### src/hw/sarc_regs.svh
// Register map, field positions, reset values and timing counts of the converter control.
// Included by the package and by the converter top; definitions only.
`ifndef SARC_REGS_SVH
`define SARC_REGS_SVH

// Printed offsets are word indices; byte address is four times the index
`define SARC_RESULT_IDX 8'hd0
`define SARC_CTRL_IDX 8'hd1
`define SARC_ADDR_W 12

// Control register fields
`define SARC_BIT_IRQ_EN 7
`define SARC_BIT_DONE 6
`define SARC_BIT_START 5
`define SARC_BIT_POWER 4
`define SARC_BIT_OSC_OFF 2
`define SARC_CTRL_RESET 8'h40

// Result register width and SAR seeds
`define SARC_RES_W 8
`define SARC_RES_MSB 8'h80
`define SARC_RES_ZERO 8'h00

// Nominal conversion time and core clock
`define SARC_CONV_TIME_NS 70000
`define SARC_CLK_PERIOD_NS 10
`define SARC_CONV_CYCLES (`SARC_CONV_TIME_NS / `SARC_CLK_PERIOD_NS)

`endif

### src/hw/sarc_pkg.sv
// Types shared by the converter control design.
// Assumes sarc_regs.svh is reachable on the include path.
`include "sarc_regs.svh"

package sarc_pkg;

    // Conversion sequencer states, one-hot
    typedef enum logic [3:0] {
        SARC_ST_IDLE = 4'b0001,
        SARC_ST_CONV = 4'b0010,
        SARC_ST_LOAD = 4'b0100,
        SARC_ST_FLAG = 4'b1000
    } sarc_state_t;

    typedef logic [`SARC_RES_W-1:0] sarc_code_t;

endpackage : sarc_pkg

### src/hw/sarc_sar_engine.sv
// Successive-approximation engine: trial code register and bit pointer.
// Assumes step pulses are spaced far enough apart for the comparator to settle
// and that i_keep is already synchronised to i_clk_sys.
`timescale 1ns/100ps

module sarc_sar_engine
    import sarc_pkg::*;
(
    input wire logic i_clk_sys,
    input wire logic i_sys_rst,
    input wire logic i_restart,
    input wire logic i_abort,
    input wire logic i_step,
    input wire logic i_keep,
    output sarc_code_t o_trial,
    output logic o_busy,
    output logic o_done
);

    sarc_code_t trial_q;
    sarc_code_t trial_d;
    sarc_code_t mask_q;
    sarc_code_t mask_d;
    logic busy_q;
    logic busy_d;
    logic done_q;
    logic done_d;
    sarc_code_t decided;
    logic last_bit;

    // Drop the bit under test when the input is below the trial level
    assign decided = i_keep ? trial_q : (trial_q & ~mask_q);
    assign last_bit = mask_q[0];

    // One bit per step, most significant first; restart beats abort and step
    always_comb
    begin
        trial_d = trial_q;
        mask_d = mask_q;
        busy_d = busy_q;
        done_d = 1'b0;
        if (i_restart)
        begin
            trial_d = `SARC_RES_MSB;
            mask_d = `SARC_RES_MSB;
            busy_d = 1'b1;
        end
        else if (i_abort)
        begin
            busy_d = 1'b0;
        end
        else if (busy_q && i_step)
        begin
            mask_d = mask_q >> 1;
            trial_d = decided | (mask_q >> 1);
            if (last_bit)
            begin
                trial_d = decided;
                busy_d = 1'b0;
                done_d = 1'b1;
            end
        end
    end

    always_ff @(posedge i_clk_sys)
    begin
        if (i_sys_rst)
        begin
            trial_q <= `SARC_RES_ZERO;
            mask_q <= `SARC_RES_ZERO;
            busy_q <= 1'b0;
            done_q <= 1'b0;
        end
        else
        begin
            trial_q <= trial_d;
            mask_q <= mask_d;
            busy_q <= busy_d;
            done_q <= done_d;
        end
    end

    assign o_trial = trial_q;
    assign o_busy = busy_q;
    assign o_done = done_q;

endmodule : sarc_sar_engine

### src/hw/sarc_adc_ctrl.sv
// Control logic of an 8-bit successive-approximation converter with an APB register slave.
// Assumes an external DAC takes o_dac_code and an external comparator reports on
// i_cmp_above whether the analog input is at or above the trial level.
//
// Overview of operation
// - Input at or above upper reference yields all-ones code, no overflow flag.
// - Input at or below lower reference yields all-zeros code.
// - Code never falls for a rising input, never rises for a falling one.
// - Writing one to start begins a conversion and clears the done flag.
// - Hardware sets done at conversion end; result valid only while done reads one.
// - Interrupt request raised when done is set and interrupt enable is one.
// - Start is watched always; a start mid-conversion abandons it and restarts.
// - Start bit is write-only and reads back as zero.
// - Writing zero to done does nothing; only a new start clears it.
// - Exactly one conversion per start, no automatic restart.
// - Power-select zero switches the converter off, one switches it on.
// - Wait mode leaves conversion running and irq wakes; stop mode disables converter.
// - Control register resets to done set, everything else clear.
// - Oscillator-off bit disables the main oscillator, not the converter.
// - A conversion takes about seventy microseconds nominal.
// - Eight-bit read-only result register sits one word below control; reset undefined.
`timescale 1ns/100ps
`include "sarc_regs.svh"

module sarc_adc_ctrl
    import sarc_pkg::*;
#(
    parameter int P_CONV_CYCLES = `SARC_CONV_CYCLES
)
(
    input wire logic i_clk_sys,
    input wire logic i_sys_rst,
    // APB slave
    input wire logic i_psel,
    input wire logic i_penable,
    input wire logic i_pwrite,
    input wire logic [`SARC_ADDR_W-1:0] i_paddr,
    input wire logic [31:0] i_pwdata,
    output logic [31:0] o_prdata,
    output logic o_pready,
    output logic o_pslverr,
    // Analog front end
    input wire logic i_cmp_above,
    output logic [`SARC_RES_W-1:0] o_dac_code,
    output logic o_analog_on,
    // System
    input wire logic i_wait_mode,
    input wire logic i_stop_mode,
    output logic o_conv_irq,
    output logic o_wake_req,
    output logic o_main_osc_disable
);

    // Step spacing: the nominal time is shared by the eight bit decisions
    localparam int STEP_CYCLES = (P_CONV_CYCLES / `SARC_RES_W > 1) ?
                                 (P_CONV_CYCLES / `SARC_RES_W) : 2;
    localparam int CNT_W = $clog2(STEP_CYCLES + 1);
    localparam logic [CNT_W-1:0] STEP_LAST = CNT_W'(STEP_CYCLES - 1);

    // Word address match for a printed register index
    function automatic logic addr_hit(input logic [`SARC_ADDR_W-1:0] addr,
                                      input logic [7:0] idx);
        addr_hit = (addr == `SARC_ADDR_W'({idx, 2'b00}));
    endfunction : addr_hit

    // Control register fields, stored bits only
    logic irq_en_q;
    logic done_q;
    logic done_d;
    logic power_q;
    logic osc_off_q;
    sarc_code_t result_q;
    sarc_state_t state_q;
    sarc_state_t state_d;

    // APB response registers
    logic [31:0] prdata_q;
    logic pready_q;
    logic pslverr_q;

    // Comparator synchroniser, first stage read only by the second
    logic cmp_meta_q;
    logic cmp_sync_q;

    // Step divider
    logic [CNT_W-1:0] step_cnt_q;
    logic step_tick_q;

    // Registered side outputs
    logic analog_on_q;
    logic irq_q;
    logic wake_q;

    // Engine ports
    sarc_code_t eng_trial;
    logic eng_busy;
    logic eng_done;

    // Bus decode
    wire access_ph = i_psel && i_penable;
    wire answer_ph = access_ph && !pready_q;
    wire commit = access_ph && pready_q;
    wire hit_ctrl = addr_hit(i_paddr, `SARC_CTRL_IDX);
    wire hit_res = addr_hit(i_paddr, `SARC_RESULT_IDX);
    wire hit_any = hit_ctrl || hit_res;
    wire wr_ctrl = commit && i_pwrite && hit_ctrl;
    wire start_req = wr_ctrl && i_pwdata[`SARC_BIT_START];

    // Converter may run only when powered and not stopped
    wire conv_enabled = power_q && !i_stop_mode;
    wire abort_conv = !conv_enabled;
    wire eng_restart = start_req && conv_enabled;

    // Readback: start and reserved bits always zero, done read-only
    wire [7:0] ctrl_rd = {irq_en_q, done_q, 1'b0, power_q,
                          1'b0, osc_off_q, 2'b00};
    wire [31:0] rd_mux = hit_ctrl ? {24'h000000, ctrl_rd} :
                         hit_res ? {24'h000000, result_q} : 32'h00000000;

    // APB answer: one wait state so that every bus output comes from a flop
    always_ff @(posedge i_clk_sys)
    begin
        if (i_sys_rst)
        begin
            pready_q <= 1'b0;
            prdata_q <= 32'h00000000;
            pslverr_q <= 1'b0;
        end
        else
        begin
            pready_q <= answer_ph;
            prdata_q <= (answer_ph && !i_pwrite) ? rd_mux : 32'h00000000;
            pslverr_q <= answer_ph && !hit_any;
        end
    end

    // Software-written control bits; writes to reserved bits are dropped
    always_ff @(posedge i_clk_sys)
    begin
        if (i_sys_rst)
        begin
            irq_en_q <= 1'b0;
            power_q <= 1'b0;
            osc_off_q <= 1'b0;
        end
        else if (wr_ctrl)
        begin
            irq_en_q <= i_pwdata[`SARC_BIT_IRQ_EN];
            power_q <= i_pwdata[`SARC_BIT_POWER];
            osc_off_q <= i_pwdata[`SARC_BIT_OSC_OFF];
        end
    end

    // Done flag: set only by the sequencer, cleared only by a start write.
    // A start in the very cycle of completion wins, since it abandons that result.
    always_comb
    begin
        done_d = done_q;
        if (state_q == SARC_ST_FLAG)
        begin
            done_d = 1'b1;
        end
        if (start_req)
        begin
            done_d = 1'b0;
        end
    end

    // Sequencer: restart on a start while powered and not stopped, one conversion only, abort when unpowered or stopped
    always_comb
    begin
        state_d = state_q;
        unique case (state_q)
            SARC_ST_IDLE:
            begin
                state_d = SARC_ST_IDLE;
            end
            SARC_ST_CONV:
            begin
                if (abort_conv)
                begin
                    state_d = SARC_ST_IDLE;
                end
                else if (eng_done)
                begin
                    state_d = SARC_ST_LOAD;
                end
            end
            SARC_ST_LOAD:
            begin
                state_d = SARC_ST_FLAG;
            end
            SARC_ST_FLAG:
            begin
                state_d = SARC_ST_IDLE;
            end
            default:
            begin
                state_d = SARC_ST_IDLE;
            end
        endcase
        if (eng_restart)
        begin
            state_d = SARC_ST_CONV;
        end
        else if (start_req)
        begin
            state_d = SARC_ST_IDLE;
        end
    end

    always_ff @(posedge i_clk_sys)
    begin
        if (i_sys_rst)
        begin
            state_q <= SARC_ST_IDLE;
            done_q <= 1'b1;
        end
        else
        begin
            state_q <= state_d;
            done_q <= done_d;
        end
    end

    // Result captured two cycles before the done flag rises; no reset, content undefined
    always_ff @(posedge i_clk_sys)
    begin
        if (state_q == SARC_ST_CONV && eng_done && !abort_conv && !start_req)
        begin
            result_q <= eng_trial;
        end
    end

    // Comparator comes from the analog domain, so it is synchronised first
    always_ff @(posedge i_clk_sys)
    begin
        if (i_sys_rst)
        begin
            cmp_meta_q <= 1'b0;
            cmp_sync_q <= 1'b0;
        end
        else
        begin
            cmp_meta_q <= i_cmp_above;
            cmp_sync_q <= cmp_meta_q;
        end
    end

    // Step divider, realigned on each start so every bit gets a full settle time
    always_ff @(posedge i_clk_sys)
    begin
        if (i_sys_rst || eng_restart || !eng_busy)
        begin
            step_cnt_q <= '0;
            step_tick_q <= 1'b0;
        end
        else if (step_cnt_q == STEP_LAST)
        begin
            step_cnt_q <= '0;
            step_tick_q <= 1'b1;
        end
        else
        begin
            step_cnt_q <= step_cnt_q + CNT_W'(1);
            step_tick_q <= 1'b0;
        end
    end

    sarc_sar_engine u_engine (
        .i_clk_sys(i_clk_sys),
        .i_sys_rst(i_sys_rst),
        .i_restart(eng_restart),
        .i_abort(abort_conv || (start_req && !conv_enabled)),
        .i_step(step_tick_q),
        .i_keep(cmp_sync_q),
        .o_trial(eng_trial),
        .o_busy(eng_busy),
        .o_done(eng_done)
    );

    // Side outputs; irq is a level that stays while done and enable are both set
    always_ff @(posedge i_clk_sys)
    begin
        if (i_sys_rst)
        begin
            analog_on_q <= 1'b0;
            irq_q <= 1'b0;
            wake_q <= 1'b0;
        end
        else
        begin
            analog_on_q <= conv_enabled;
            irq_q <= done_d && irq_en_q;
            wake_q <= done_d && irq_en_q && i_wait_mode && !i_stop_mode;
        end
    end

    assign o_prdata = prdata_q;
    assign o_pready = pready_q;
    assign o_pslverr = pslverr_q;
    assign o_dac_code = eng_trial;
    assign o_analog_on = analog_on_q;
    assign o_conv_irq = irq_q;
    assign o_wake_req = wake_q;
    assign o_main_osc_disable = osc_off_q;

endmodule : sarc_adc_ctrl

### config.mk
export PLATFORM = sky130hd
export DESIGN_NAME = sarc_adc_ctrl
export DESIGN_NICKNAME = d
export VERILOG_FILES = /design/src/hw/sarc_pkg.sv /design/src/hw/sarc_sar_engine.sv /design/src/hw/sarc_adc_ctrl.sv
export VERILOG_INCLUDE_DIRS = /design/src /design/src/hw
export SDC_FILE = /design/constraint.sdc
export NUM_CORES = 1
export LEC_CHECK = 0
export ABC_AREA = 1
export BUFFER_PORTS_ARGS = -buffer_cell sky130_fd_sc_hd__buf_2
export CORE_MARGIN = 1.5
export CORE_UTILIZATION = 25
export DETAILED_ROUTE_END_ITERATION = 12
export GPL_ROUTABILITY_DRIVEN = 0
export PLACE_DENSITY = 0.48
export SLEW_MARGIN = 10
export SYNTH_ARGS = -nofsm -noshare
export SYNTH_HDL_FRONTEND = slang
export SYNTH_HIERARCHICAL = 1
export SYNTH_SLANG_ARGS = --single-unit
### constraint.sdc
create_clock -name i_clk_sys -period 3 [get_ports i_clk_sys]
set_input_delay 0.9 -clock i_clk_sys [delete_from_list [all_inputs] [get_ports i_clk_sys]]
set_output_delay 0.9 -clock i_clk_sys [all_outputs]
set_load 0.03 [all_outputs]
* Word level (Yosys, flattened, before mapping) *
Cells that the tools add are included.

storage, ports and cells
  logic and storage cells = 107
  input port bits = 52
  flip-flop bits (word level) = 84

cells by class
  equal/unequal tests = 9
  reductions and logical operators = 42
  bitwise gates (word level) = 7
  muxes and demuxes = 23
  add/sub/neg operators = 1

operators by type and width
  cell                   number
  $mux 8                 10
  $eq 12x10->1 const B   2
  $logic_and 1x1->1      18
  $add 10x1->10 const B  1
  $eq 10x10->1 const B   1
  $and 8x8->8            1
  $mux 1                 8
  $mux 4                 2
  $not 8->8              1
  $or 8x7->8             1
  $pmux 4 s2             1
  $reduce_or 4->1        2
  $logic_not 1->1        7
  $reduce_and 2->1       3
  $reduce_bool 3->1      2
  $reduce_or 2->1        3
  $reduce_or 3->1        2
  $ne 5x4->1 const B     1
  $eq 4x2->1 const B     1
  $eq 4x3->1 const B     1
  $eq 4x4->1 const B     1
  $logic_or 1x1->1       4
  $mux 2                 2
  $not 1->1              4
  other kinds (3)        3

* Logic depth before layout (Yosys ltp) *
  word-level depth = 9
  depth in mapped cells = 11
  depth with buffers taken out = 10

* Cells and area by module *
Netlist, hierarchy kept.

modules (own cells, without submodules)
  module           seq. area each (um^2)  instances  area an instance (um^2)  cells an instance
  sarc_adc_ctrl    920.9                  1          1950.6                   221
  sarc_sar_engine  360.3                  1          695.7                    89

* Worst setup path after synthesis *
OpenSTA, ideal clock, no wires.

  kind = input to register
  start = input i_paddr[10]
  end = register u_engine.mask_q[1]
  data arrival time = 1.893 ns
  library setup time = 0.120 ns
  path slack = 0.988 ns
  stages = 11
  required time = 2.880 ns
  cells stage by stage = inv_1 -> nand2_1 -> nor2_4 -> nand2_4 -> nor2_8 -> nand4_4 -> inv_1 -> nor2_1 -> inv_1 -> buf_2 -> a21oi_1

RTL lines
  item                              line                   text
  start: declaration                sarc_adc_ctrl.sv:37    input wire logic [`SARC_ADDR_W-1:0] i_paddr,
  $eq 12x10->1                      sarc_adc_ctrl.sv:63    addr_hit = (addr == `SARC_ADDR_W'({idx, 2'b00}));
  $logic_and 1x1->1                 sarc_adc_ctrl.sv:106   wire wr_ctrl = commit && i_pwrite && hit_ctrl;
  $logic_and 1x1->1                 sarc_adc_ctrl.sv:107   wire start_req = wr_ctrl && i_pwdata[`SARC_BIT_START];
  $logic_and 1x1->1                 sarc_adc_ctrl.sv:112   wire eng_restart = start_req && conv_enabled;
  via eng_restart                   sarc_adc_ctrl.sv:112
  $reduce_or 2->1 (no source line)  n/a
  end signal: assignment            sarc_sar_engine.sv:70  mask_q <= `SARC_RES_ZERO;
  end signal: assignment            sarc_sar_engine.sv:77  mask_q <= mask_d;
  end: declaration                  sarc_sar_engine.sv:22  sarc_code_t mask_q;

The timed path passes the listed nets, and every way through them passes these cells.
A chain may end at the register's enable or synchronous reset.

* Worst setup path after layout *
  start = input i_paddr[10]
  end = register u_engine.mask_q[0]

Same word-level chain as after synthesis.

==> impl_metrics.csv <==
group,metric,value,unit
drt,vias_per_cell,3.942,
sta,fmax,0.4873,GHz
sta,setup_viol,0,
floorplanning,dieHeight,105.9,um
clocking,cts_setup_buffers,0,
hold_path,min_from,"cmp_meta_q",
grt,grt_max_degree,24,
grt,grt_pass1_wl,8.583,mm
drt,avgRoutedWirePerCell,9.679,um
logic_synthesis,synthArstFlopShare,0,%
critical_path,cp_slowest_cell,"inv_1",
drt,drt_iter0_markers,84,
clocking,cts_buffers,9,
clocking,cts-root-buf,"clkbuf_8",
clocking,clkSlewWorstSetupHoldPaths,0.07,ns
drt,drc,0,
grt,grt_pass1_vias,1911,
logic_synthesis,synth_flop_cell,"dfxtp_1",
critical_path,end_kind,"register",
cells_and_area,diodes,0,
sta,hold_violations,0,
clocking,holdBufCountCts,0,
status,status,"completed",
floorplanning,core_area,10280,um2
hold_path,hold_class,"reg -> reg",
critical_path,timing.rr.start,"power_q",
power,p_leak,1.282,nW
placed_design,place_inst,486,
logic_synthesis,syn_inst,310,
power,vdd_drop_max,0.1776,mV
logic_synthesis,ys_seq_elements,60,
cells_and_area,fillCellCount,1133,
cells_and_area,final_layout_size_suffix_gt1_share,24.04,%
placed_design,portBuffers,45,
logic_synthesis,yosys_warnings,6,
clocking,clock_latency,0.33,ns
critical_path,cp-startpoint,"i_paddr[10]",
grt,grt_usage,9.607,%
cells_and_area,final_util,30.00,%
sta,rsz0062_at_grt,"no",
logic_synthesis,synth_top_cell_area_share,39.34,%
sta,slew_violations,0,
sta,period_needed,2.052,ns
clocking,cts_tree,"built",
critical_path,path_class,"in -> reg",
floorplanning,die-area,11210,um2
clocking,clockBufferDepth,2,
grt,antenna_found_initial,0,
floorplanning,row_count,37,
critical_path,critical_path_required,3.20,ns
logic_synthesis,yosysMostFrequentCell,"nand2_1",
floorplanning,initial_utilization,25.75,%
clocking,cts_resized,0,
cells_and_area,final_nets,415,
logic_synthesis,synth_cell_types,31,
drt,dr.pass1.iters,6,
clocking,clock_sinks,60,
drt,vias,1979,
logic_synthesis,synth_edf_count,8,
grt,grt.overflow.total,0,
placed_design,place_hpwl,3.651,mm
logic_synthesis,syn_area,2646,um2
drt,ant_nets,0,
logic_synthesis,postSynthAreaPerCell,8.536,um2
power,power_density,489.7,nW/um2
critical_path,critPathMaxFanout,13,
run,drv_cap,0,
drt,finalWirelength,4.859,mm
logic_synthesis,synth_commonest_cells,"58 x nand2_1, 52 x dfxtp_1, 38 x inv_1",
sta,finClkSkew,0.01024,ns
sta,final.period_utilization,68.41,%
floorplanning,ios,98,
critical_path,crit_top_cell,"inv_1",
clocking,htree_levels,3,
critical_path,arrival,2.25,ns
critical_path,crit_chain,"buf_2, inv_1, nand2_1, nor2_4, nand2_4, nor2_8, nand4_4, inv_1, nor2_1, inv_1, o22ai_1",
floorplanning,die_width,105.9,um
logic_synthesis,synth.top_cells.by_area,"dfxtp_1 39%, edfxtp_1 9.1%, nand2_1 8.2%, buf_4 6.8%, nand3_1 5.9%",
critical_path,slowest_delay,0.32,ns
sta,tns,0,ns
cells_and_area,area_growth,16.50,%
logic_synthesis,yosysTopAreaCell,"dfxtp_1",
logic_synthesis,ys_seq_area_share,48.42,%
critical_path,start_kind,"input port",
cells_and_area,instances_no_fill,502,
==> report_power, final <==
part | internal [mW] | switching (mW)
sequential | 0.813 | 0.000679
combinational | 0.0169 | 0.0697
clock | 0.292 | 0.317
==> cell type report <==
cell class              count  area (um2)  share of cell area, %
flip-flops and latches     60        1281                  41.56
multi-input cells         205        1089                  35.31
inverters                  40       150.1                  4.870
repair buffers             45       225.2                  7.305
clock buffers               9       123.9                  4.018
clock inverters             7       43.79                  1.420
well taps                 136       170.2                  5.519
==> worst max-delay path, delay by kind of cell <==
family	cells	cell delay (ns)
buffers and inverters	4	0.56
and+or+nand+nor	6	0.65
AOI/OAI and AO/OA	1	0.14
==> cell families after synthesis <==
family / Yosys count / synth area share (%)
fa+ha+maj: 2 / 0.9455
buf+inv: 68 / 13.71
simple gates: 146 / 29.27
other cells: 1 / 0.1417
xor+xnor: 8 / 2.647
compound gates: 25 / 4.870
flops: 60 / 48.42
==> registers in the layout, indices dropped and copies added, names as in the netlist <==
name                cells
power_q                 1
step_tick_q             1
cmp_sync_q              1
u_engine/o_done         1
o_analog_on             1
u_engine/o_busy         1
o_pslverr               1
u_engine/mask_q         8
done_q                  1
u_engine/o_trial        8
cmp_meta_q              1
o_conv_irq              1
step_cnt_q             10
o_main_osc_disable      1
irq_en_q                1
state_q                 4
o_wake_req              1
o_prdata                8
result_q                8
o_pready                1
==> metal layers <==
layer | wire, um | global-route usage [%]
met5 | 0 | 0
met2 | 2147 | 15.77
met3 | 309 | 3.834
met4 | 53 | 3.475
met1 | 2349 | 11.30
==> worst paths after layout <==
path,end,slack (ns),cells past startpoint
worst max-delay path,u_engine/mask_q[0],0.95,11
worst min-delay path,cmp_sync_q,0.40,2
worst max register to register,u_engine/mask_q[0],1.33,7
worst min register to register,cmp_sync_q,0.40,2
==> stage by stage <==
stage / worst slack [ns] / cell area, um2 / hold WS, ns / power (mW)
final: 0.9478 / 3083 / 0.4019 / 1.510
after global routing: 0.7478 / 3083 / 0.4590 / 1.585
after CTS: 0.9339 / 3083 / 0.4040 / 1.531
after detailed placement: 0.5783 / 2915 / 0.3938 / 0.9187
after global placement: 0.5846 / 2915 / 0.3962 / 0.9184
after floorplan: 0.9875 / 2733 / 0.3883 / 0.9193
==> cell usage in the layout, fill, tap and decap left out, types with 5 or more instances in the layout <==
| cell | synthesis | routed |
|---|---|---|
| a21oi_1 | 20 | 20 |
| buf_2 | 2 | 45 |
| clkbuf_8 | 0 | 9 |
| conb_1 | 1 | 24 |
| dfxtp_1 | 52 | 52 |
| edfxtp_1 | 8 | 8 |
| inv_1 | 38 | 38 |
| nand2_1 | 58 | 58 |
| nand3_1 | 31 | 31 |
| nor2_1 | 23 | 23 |
| nor2_2 | 12 | 12 |
| nor2_4 | 5 | 5 |
Note: power is estimated with default switching activity, not from simulation.
